===== config.mk =====
export PLATFORM = sky130hd
export DESIGN_NAME = phy_management_port
export DESIGN_NICKNAME = d
export VERILOG_FILES = /design/src/core/phy_mgmt_pkg.sv /design/src/core/phy_management_port.sv
export SDC_FILE = /design/constraint.sdc
export NUM_CORES = 1
export LEC_CHECK = 0
export ABC_CLOCK_PERIOD_IN_PS = 1700
export BUFFER_PORTS_ARGS = -buffer_cell sky130_fd_sc_hd__buf_4
export CORE_AREA = 3 3 241 243
export CTS_CLUSTER_SIZE = 30
export DETAILED_ROUTE_END_ITERATION = 16
export DIE_AREA = 0 0 244 246
export HOLD_SLACK_MARGIN = 0.06
export PLACE_DENSITY_LB_ADDON = 0.1
export SLEW_MARGIN = 20
export SYNTH_ARGS = -nofsm -noshare
export SYNTH_HDL_FRONTEND = slang
export SYNTH_SLANG_ARGS = --single-unit

===== constraint.sdc =====
create_clock -name mclk_i -period 1.7 [get_ports mclk_i]
set_input_delay 0.34 -clock mclk_i [delete_from_list [all_inputs] [get_ports mclk_i]]
set_output_delay 0.34 -clock mclk_i [all_outputs]
set_load 0.02 [all_outputs]

===== src/core/phy_mgmt_pkg.sv =====
// Notes on behaviour
// - Management clock times the CSR port, reconfiguration buses and reset sequencer.
// - Management reset is active high, level sensitive, holds everything in reset.
// - Host presents a 9-bit register address sampled on the management clock.
// - Word addresses; 32-bit write data in, 32-bit read data out.
// - Stall is high while a pending request cannot yet complete.
// - Reconfiguration input bus is 140 bits per lane, 70 for receive-only.
// - Reconfiguration output bus is 92 bits per lane, 46 for receive-only.
// - One serial transmit output and one serial receive input per lane.
// - Every accepted command is forwarded out the initiator port to the lane logic.
// - The port exposes coding, analogue, reset, error and loopback control.
// - All registers share one flat address space, with no banking.
`default_nettype none
package phy_mgmt_pkg;

	// ========================================
	// Widths
	localparam int ADDR_W = 9;
	localparam int DATA_W = 32;
	localparam int RCFG_IN_DUPLEX = 140;
	localparam int RCFG_IN_RXONLY = 70;
	localparam int RCFG_OUT_DUPLEX = 92;
	localparam int RCFG_OUT_RXONLY = 46;

	// ========================================
	// Reset values
	localparam logic [DATA_W-1:0] RDATA_RST = 32'h0000_0000;
	localparam logic [ADDR_W-1:0] ADDR_RST = 9'h000;

	// ========================================
	// Bridge states
	typedef enum logic [2:0] {
		ST_IDLE = 3'b001,
		ST_FWD = 3'b010,
		ST_DONE = 3'b100
	} bridge_state_t;

endpackage : phy_mgmt_pkg
`default_nettype wire


===== src/core/phy_management_port.sv =====
`timescale 1ns/1ps
`default_nettype none
module phy_management_port
	import phy_mgmt_pkg::*;
#(
	parameter int LANES = 1,
	parameter bit RX_ONLY = 1'b0,
	parameter int RIN_W = (RX_ONLY ? RCFG_IN_RXONLY : RCFG_IN_DUPLEX) * LANES,
	parameter int ROUT_W = (RX_ONLY ? RCFG_OUT_RXONLY : RCFG_OUT_DUPLEX) * LANES
) (
	// Clock and reset
	input wire logic mclk_i,
	input wire logic rstn_i,
	// Management target port from the host
	input wire logic [ADDR_W-1:0] csr_addr_i,
	input wire logic [DATA_W-1:0] csr_wdata_i,
	input wire logic csr_write_i,
	input wire logic csr_read_i,
	output logic [DATA_W-1:0] csr_rdata_o,
	output logic csr_stall_o,
	// Initiator port toward the lane logic
	output logic [ADDR_W-1:0] lane_addr_o,
	output logic [DATA_W-1:0] lane_wdata_o,
	output logic lane_write_o,
	output logic lane_read_o,
	input wire logic [DATA_W-1:0] lane_rdata_i,
	input wire logic lane_stall_i,
	// Reconfiguration buses
	input wire logic [RIN_W-1:0] reconfiguration_in_bus_i,
	output logic [ROUT_W-1:0] reconfiguration_out_bus_o,
	input wire logic reconfig_busy_i,
	output logic reconfig_busy_o,
	// Serial lanes and reset to the lane logic
	input wire logic [LANES-1:0] rx_serial_i,
	output logic [LANES-1:0] tx_serial_o,
	input wire logic [LANES-1:0] lane_tx_serial_i,
	output logic [LANES-1:0] lane_rx_serial_o,
	input wire logic [ROUT_W-1:0] lane_reconfig_out_i,
	output logic [RIN_W-1:0] lane_reconfig_in_o,
	output logic core_reset_o
);

	// ========================================
	// Reset
	// The management reset is active high at the device edge; rstn_i is its
	// inverse here, and the core reset output holds every other part in reset.
	logic nxt_core_reset;
	logic core_reset_ff;

	always_comb begin
		nxt_core_reset = 1'b0;
	end

	always_ff @(posedge mclk_i or negedge rstn_i) begin
		if (!rstn_i) begin
			core_reset_ff <= 1'b1;
		end else begin
			core_reset_ff <= nxt_core_reset;
		end
	end

	// ========================================
	// Bridge
	// A single flat map is passed straight through; the address is not
	// decoded here so that every lane register stays reachable.
	bridge_state_t state_ff;
	bridge_state_t nxt_state;
	logic [ADDR_W-1:0] addr_ff;
	logic [ADDR_W-1:0] nxt_addr;
	logic [DATA_W-1:0] wdata_ff;
	logic [DATA_W-1:0] nxt_wdata;
	logic [DATA_W-1:0] rdata_ff;
	logic [DATA_W-1:0] nxt_rdata;
	logic wr_ff;
	logic nxt_wr;
	logic rd_ff;
	logic nxt_rd;
	logic stall_ff;
	logic nxt_stall;

	always_comb begin
		nxt_state = state_ff;
		nxt_addr = addr_ff;
		nxt_wdata = wdata_ff;
		nxt_rdata = rdata_ff;
		nxt_wr = wr_ff;
		nxt_rd = rd_ff;
		nxt_stall = stall_ff;
		case (state_ff)
			ST_IDLE: begin
				nxt_stall = 1'b1;
				if (csr_write_i || csr_read_i) begin
					nxt_addr = csr_addr_i;
					nxt_wdata = csr_wdata_i;
					// Read wins when both strobes are high, so no write is half done.
					nxt_wr = csr_write_i && !csr_read_i;
					nxt_rd = csr_read_i;
					nxt_state = ST_FWD;
				end
			end
			ST_FWD: begin
				if (!lane_stall_i) begin
					nxt_wr = 1'b0;
					nxt_rd = 1'b0;
					if (rd_ff) begin
						nxt_rdata = lane_rdata_i;
					end
					nxt_stall = 1'b0;
					nxt_state = ST_DONE;
				end
			end
			ST_DONE: begin
				// Stall is low for this one cycle; the host finishes here.
				nxt_stall = 1'b1;
				nxt_state = ST_IDLE;
			end
			default: begin
				nxt_state = ST_IDLE;
				nxt_wr = 1'b0;
				nxt_rd = 1'b0;
				nxt_stall = 1'b1;
			end
		endcase
	end

	always_ff @(posedge mclk_i or negedge rstn_i) begin
		if (!rstn_i) begin
			state_ff <= ST_IDLE;
			addr_ff <= ADDR_RST;
			wdata_ff <= RDATA_RST;
			rdata_ff <= RDATA_RST;
			wr_ff <= 1'b0;
			rd_ff <= 1'b0;
			stall_ff <= 1'b1;
		end else begin
			state_ff <= nxt_state;
			addr_ff <= nxt_addr;
			wdata_ff <= nxt_wdata;
			rdata_ff <= nxt_rdata;
			wr_ff <= nxt_wr;
			rd_ff <= nxt_rd;
			stall_ff <= nxt_stall;
		end
	end

	// ========================================
	// Reconfiguration input bus
	// Reconfiguration words share the management clock and pass one register.
	logic [RIN_W-1:0] rcfg_in_ff;
	logic [RIN_W-1:0] nxt_rcfg_in;

	always_comb begin
		nxt_rcfg_in = reconfiguration_in_bus_i;
	end

	always_ff @(posedge mclk_i or negedge rstn_i) begin
		if (!rstn_i) begin
			rcfg_in_ff <= '0;
		end else begin
			rcfg_in_ff <= nxt_rcfg_in;
		end
	end

	// ========================================
	// Reconfiguration output bus
	logic [ROUT_W-1:0] rcfg_out_ff;
	logic [ROUT_W-1:0] nxt_rcfg_out;

	always_comb begin
		nxt_rcfg_out = lane_reconfig_out_i;
	end

	always_ff @(posedge mclk_i or negedge rstn_i) begin
		if (!rstn_i) begin
			rcfg_out_ff <= '0;
		end else begin
			rcfg_out_ff <= nxt_rcfg_out;
		end
	end

	// ========================================
	// Reconfiguration busy monitor
	// The busy line runs on the management clock, so one register suffices.
	logic busy_ff;
	logic nxt_busy;

	always_comb begin
		nxt_busy = reconfig_busy_i;
	end

	always_ff @(posedge mclk_i or negedge rstn_i) begin
		if (!rstn_i) begin
			busy_ff <= 1'b0;
		end else begin
			busy_ff <= nxt_busy;
		end
	end

	// ========================================
	// Settling filter
	// A serial bit counts only once the second and third stages agree, so a
	// one-cycle glitch never reaches the lane copies.
	function automatic logic [LANES-1:0] settle(
		input logic [LANES-1:0] mid,
		input logic [LANES-1:0] last,
		input logic [LANES-1:0] held
	);
		settle = (mid & last) | (held & (mid | last));
	endfunction : settle

	// ========================================
	// Receive pin synchroniser
	// Serial wires carry no management timing, so they are resampled here;
	// the price is four cycles of latency on the registered copies.
	logic [LANES-1:0] rx_meta_ff;
	logic [LANES-1:0] nxt_rx_meta;
	logic [LANES-1:0] rx_mid_ff;
	logic [LANES-1:0] nxt_rx_mid;
	logic [LANES-1:0] rx_last_ff;
	logic [LANES-1:0] nxt_rx_last;

	always_comb begin
		nxt_rx_meta = rx_serial_i;
		nxt_rx_mid = rx_meta_ff;
		nxt_rx_last = rx_mid_ff;
	end

	always_ff @(posedge mclk_i or negedge rstn_i) begin
		if (!rstn_i) begin
			rx_meta_ff <= '0;
			rx_mid_ff <= '0;
			rx_last_ff <= '0;
		end else begin
			rx_meta_ff <= nxt_rx_meta;
			rx_mid_ff <= nxt_rx_mid;
			rx_last_ff <= nxt_rx_last;
		end
	end

	// ========================================
	// Transmit pin synchroniser
	// The transmit copy is filtered the same way, so both keep one latency.
	logic [LANES-1:0] tx_meta_ff;
	logic [LANES-1:0] nxt_tx_meta;
	logic [LANES-1:0] tx_mid_ff;
	logic [LANES-1:0] nxt_tx_mid;
	logic [LANES-1:0] tx_last_ff;
	logic [LANES-1:0] nxt_tx_last;

	always_comb begin
		nxt_tx_meta = lane_tx_serial_i;
		nxt_tx_mid = tx_meta_ff;
		nxt_tx_last = tx_mid_ff;
	end

	always_ff @(posedge mclk_i or negedge rstn_i) begin
		if (!rstn_i) begin
			tx_meta_ff <= '0;
			tx_mid_ff <= '0;
			tx_last_ff <= '0;
		end else begin
			tx_meta_ff <= nxt_tx_meta;
			tx_mid_ff <= nxt_tx_mid;
			tx_last_ff <= nxt_tx_last;
		end
	end

	// ========================================
	// Serial lane registers
	logic [LANES-1:0] tx_ff;
	logic [LANES-1:0] nxt_tx;
	logic [LANES-1:0] rx_ff;
	logic [LANES-1:0] nxt_rx;

	always_comb begin
		nxt_tx = settle(tx_mid_ff, tx_last_ff, tx_ff);
		nxt_rx = settle(rx_mid_ff, rx_last_ff, rx_ff);
	end

	always_ff @(posedge mclk_i or negedge rstn_i) begin
		if (!rstn_i) begin
			tx_ff <= '0;
			rx_ff <= '0;
		end else begin
			tx_ff <= nxt_tx;
			rx_ff <= nxt_rx;
		end
	end

	// ========================================
	// Outputs
	assign csr_rdata_o = rdata_ff;
	assign csr_stall_o = stall_ff;
	assign lane_addr_o = addr_ff;
	assign lane_wdata_o = wdata_ff;
	assign lane_write_o = wr_ff;
	assign lane_read_o = rd_ff;
	assign reconfiguration_out_bus_o = rcfg_out_ff;
	assign lane_reconfig_in_o = rcfg_in_ff;
	assign reconfig_busy_o = busy_ff;
	assign tx_serial_o = tx_ff;
	assign lane_rx_serial_o = rx_ff;
	assign core_reset_o = core_reset_ff;

endmodule : phy_management_port
`default_nettype wire


* Word-level counts from Yosys, hierarchy flattened
Cells that the tools add are included.
** Cells by class
- Equal/unequal tests :: 5
- Mux-type cells :: 9
- Bitwise gates (word level) :: 10
- Reductions and logical operators :: 7
** Operator list (number)
- two-way mux 3 bit :: 2
- one-hot mux 1 bit (3 select lines) :: 2
- one-hot mux 3 bit (2 select lines) :: 1
- AND reduction 3 bit :: 2
- AND 1 bit :: 4
- two-way mux 1 bit :: 4
- != test 2 bit (second input constant) :: 2
- OR 1 bit :: 4
- AND reduction 2 bit :: 2
- equality test 3 x 1 -> 1 bit (second input constant) :: 1
- equality test 3 x 2 -> 1 bit (second input constant) :: 1
- equality test 3 bit (second input constant) :: 1
- inverter 1 bit :: 2
- logical AND 1 bit :: 1
- logical NOT 1 bit :: 1
- logical OR 1 bit :: 1
** Word-level totals
- Register bits after elaboration :: 321
- Input bits :: 313
- Output and inout port bits :: 312
- Logic and storage cells :: 50

* Depth between registers and ports, before layout
- Depth after elaboration :: 4
- Depth in mapped cells :: 5
- Gate-level depth less buffers :: 3

* Least setup slack after synthesis
Ideal clock, no wire load.
- Kind :: reg-to-reg
- From :: reg state_ff[0]
- To :: reg wdata_ff[10] (netlist: lane_wdata_o[10])
- Setup time :: 0.125 ns
- Arrival time :: 1.599 ns
- Required time :: 1.575 ns
- Slack :: -0.024 ns
- Stages on the path, launching flop included :: 5
- Path buffers :: 1
- Period minus slack after synthesis :: 1.724 ns
- Cells stage by stage :: dfstp_2 > inv_2 > nor4_4 > buf_6 > mux2_4
** Between the ends
- Longest elaborated chain between the ends :: 2
** Ends and longest elaborated chain
- start, declared :: line phy_management_port.sv:66 : bridge_state_t state_ff;
- start signal, assigned :: line phy_management_port.sv:136 : state_ff <= nxt_state;
- equality test 3 x 1 -> 1 bit :: line phy_management_port.sv:89 : case (state_ff)
- AND reduction 2 bit (no line)
- end signal, assigned :: line phy_management_port.sv:138 : wdata_ff <= nxt_wdata;
- end, declared :: line phy_management_port.sv:70 : logic [DATA_W-1:0] wdata_ff;
No other way between the ends.
A chain may end at the register's enable or synchronous reset.

* Worst setup path in the final report
- From :: reg state_ff[2]
- To :: reg wdata_ff[29] (netlist: lane_wdata_o[29])
The elaborated chain is that of the path after synthesis.

==> impl_metrics.yaml <==
synth:
  ys_seq_area_share_pct: 86.8
  async_reset_ff_share_pct: 100
  netlist-cell-type-count: 23
  synth_edf_count: 0
  netlist_instances: 427
  netlist_top_cells_area: "dfrtp_1 86%, mux2_4 6.2%, mux2_2 4.1%, dfstp_2 0.85%, buf_6 0.61%"
  ys_warn_count: 0
  syn_nets: 740
  yosys.area.top_type: "dfrtp_1"
  synth_ff_type: "dfrtp_1"
  synth.ff_latch_count: 321
  syn_area_um2: 9260
  synth_area_per_cell_um2: 21.7
  synth_top_area_share_pct: 85.9
  ys_top_cells_by_count: "318 x dfrtp_1, 38 x mux2_4, 34 x mux2_2"
  synth_most_common_cell: "dfrtp_1"
placement:
  hpwl_um: 28800
  io_buffers: 624
  dp_slack_ns: 0.0591
  gp_congestion: 0.748
clock_tree:
  htree_levels: 2
  clkSlewWorstSetupHoldPaths_ns: 0.05
  clk_latency_ns: 0.55
  clock-sinks: 321
  clockBufferDepth: 3
  post-cts-setup-buffer-count: 0
  cts_buffers: 41
  cts_root_buf: "clkbuf_16"
  cts_tree: "built"
  cts_resized: 0
critical_path:
  critPathLaunch: "state_ff[2]"
  critPathMaxFanout: 11
  worst_setup_path_end_kind: "flip-flop"
  worstPathRequired_ns: 2.11
  reg2reg_from: "state_ff[2]"
  worstSetupStartpointType: "flip-flop"
  crit_arrival_ns: 1.99
  setup.worst_path.class: "reg -> reg"
power_and_ir_drop:
  leakagePower_uw: 0.00948
  power_density_nw_per_um2: 1270
  ir_drop_uv: 678
sta:
  max_freq_mhz: 634
  skew_ns: 0.0242
  setup_viol: 0
  slew_viol_final: 0
  worst_hold_slack_ns: 0.263
  finalHoldViolCount: 0
  fin_tns_setup_ns: 0
  fin_crit_sh_pct: 92.8
  grt_setup_unrepaired: "false"
  period_minus_slack_ns: 1.58
  worst_pin_slew_ns: 0.511
  fin_ws_ns: 0.123
  slew_headroom_pct: 65.9
global_route:
  grt_start_max_net_pins: 50
  grt_pass1_vias: 8827
  grt_use_total_pct: 12.2
  overflow: 0
  grt_pass1_wl_um: 55100
  antenna_found_initial: 1
floorplanning:
  io_pins: 625
  fp-row-count: 87
  fp.dieH_um: 246
  initial_core_util_pct: 16.5
  die_area_um2: 60000
  die_x_um: 244
  fp.coreArea_um2: 56200
drt:
  drtIter0Drc: 157
  ant_nets: 0
  vias: 7464
  drc: 0
  drtPass1Iterations: 4
  wl_per_cell_um: 17.0
  wirelength_um: 37600
  viasPerCell: 3.37
finish:
  synthToLayoutAreaGrowth_pct: 112
  finalNetCount: 1739
  drive_above_1_share_pct: 54.5
  diodes: 0
worst_hold_path:
  hold_start: "csr_read_i"
  min_path_type: "in -> reg"
run:
  maxCapViolations: 0
outcome:
  outcome: "completed"
-- power breakdown --
| part | switching (µW) | internal, µW |
|---|---|---|
| clock network | 3370 | 5190 |
| logic | 3220 | 3830 |
| registers | 573 | 8820 |
-- per-layer routing --
layer	wire length [µm]	vias to the layer above	global-route usage [%]	share of wire, %
li1	-	3420	-	-
met1	12600	3639	12.2	33
met2	20500	337	22.7	54
met3	3560	66	5.07	9.5
met4	1000	2	4.00	2.7
met5	13	-	0	0.035
-- cell usage in the layout, fill, tap and decap left out --
master,count
nor2_1,3
buf_4,642
dfstp_2,3
bufinv_16,2
clkinv_2,3
buf_8,1
clkinvlp_4,1
mux2_2,34
clkbuf_16,42
conb_1,1
buf_12,12
nor4b_4,1
maj3_1,2
and4bb_2,2
mux2_1,1
nor4_4,1
o21ai_0,1
clkbuf_1,14
inv_2,1
mux2_4,38
clkinv_16,1
nor4b_1,1
a21o_1,1
nor3b_1,1
inv_1,1
o32ai_1,1
dfrtp_1,318
a31oi_1,3
inv_6,3
clkbuf_8,7
nand2b_1,1
dlygate4sd3_1,310
nand2_1,3
-- cell families after synthesis --
kind of cell	after synthesis	share of synthesized area, %
AOI/OAI and AO/OA	6	0.432
adders and majority gates	2	0.216
buffers and inverters	11	0.905
DFF	321	86.8
muxes	73	10.4
other	1	0.0405
and+or+nand+nor	13	1.24
-- critical path, stage by stage, from the launching register on --
cell	delay (ns)
dfrtp_1	0.44
nor4_4	0.38
buf_12	0.20
buf_12	0.14
mux2_4	0.30
-- registers in the layout, indices dropped and copies added, names as in the netlist, 3 cells and up --
signal and count:
state_ff 3, csr_rdata_o 32, lane_wdata_o 32, lane_reconfig_in_o 140, lane_addr_o 9, reconfiguration_out_bus_o 92
-- worst paths after layout --
check                                           to  slack, ns  depth (start not counted)
max reg2reg                       lane_wdata_o[29]       0.12                          4
min                                    lane_read_o       0.26                          4
min reg2reg                            nxt_tx_last       0.35                          0
max                               lane_wdata_o[29]       0.12                          4
min in group asynchronous         lane_wdata_o[12]       0.32                          2
max in group asynchronous  lane_reconfig_in_o[125]       0.76                          3
-- metrics by stage --
step / std cells / instance area [µm²] / total power, µW / utilization, %
final: 2212 / 19700 / 25000 / 35.0
after global routing: 2212 / 19700 / 26300 / 35.0
after CTS: 2212 / 19700 / 25600 / 35.0
after detailed placement: 1829 / 15200 / 16100 / 27.1
after global placement: 1829 / 15200 / 16100 / 27.1
after floorplan: 427 / 9260 / 12600 / -
-- cell type report --
class / instances / area, µm²
clock inverters: 10 / 139
flip-flops and latches: 321 / 8040
repair buffers: 965 / 8180
well taps: 756 / 946
fillers: 5605 / 36500
multi-input cells: 95 / 1140
inverters: 2 / 7.51
clock buffers: 63 / 1200
-- repair_timing --
action	in CTS	in global routing
endpoints found under the setup margin	0	19
hold buffers	310	0
endpoints found under the hold margin	338	0
Power figures use the tool's default switching activity.
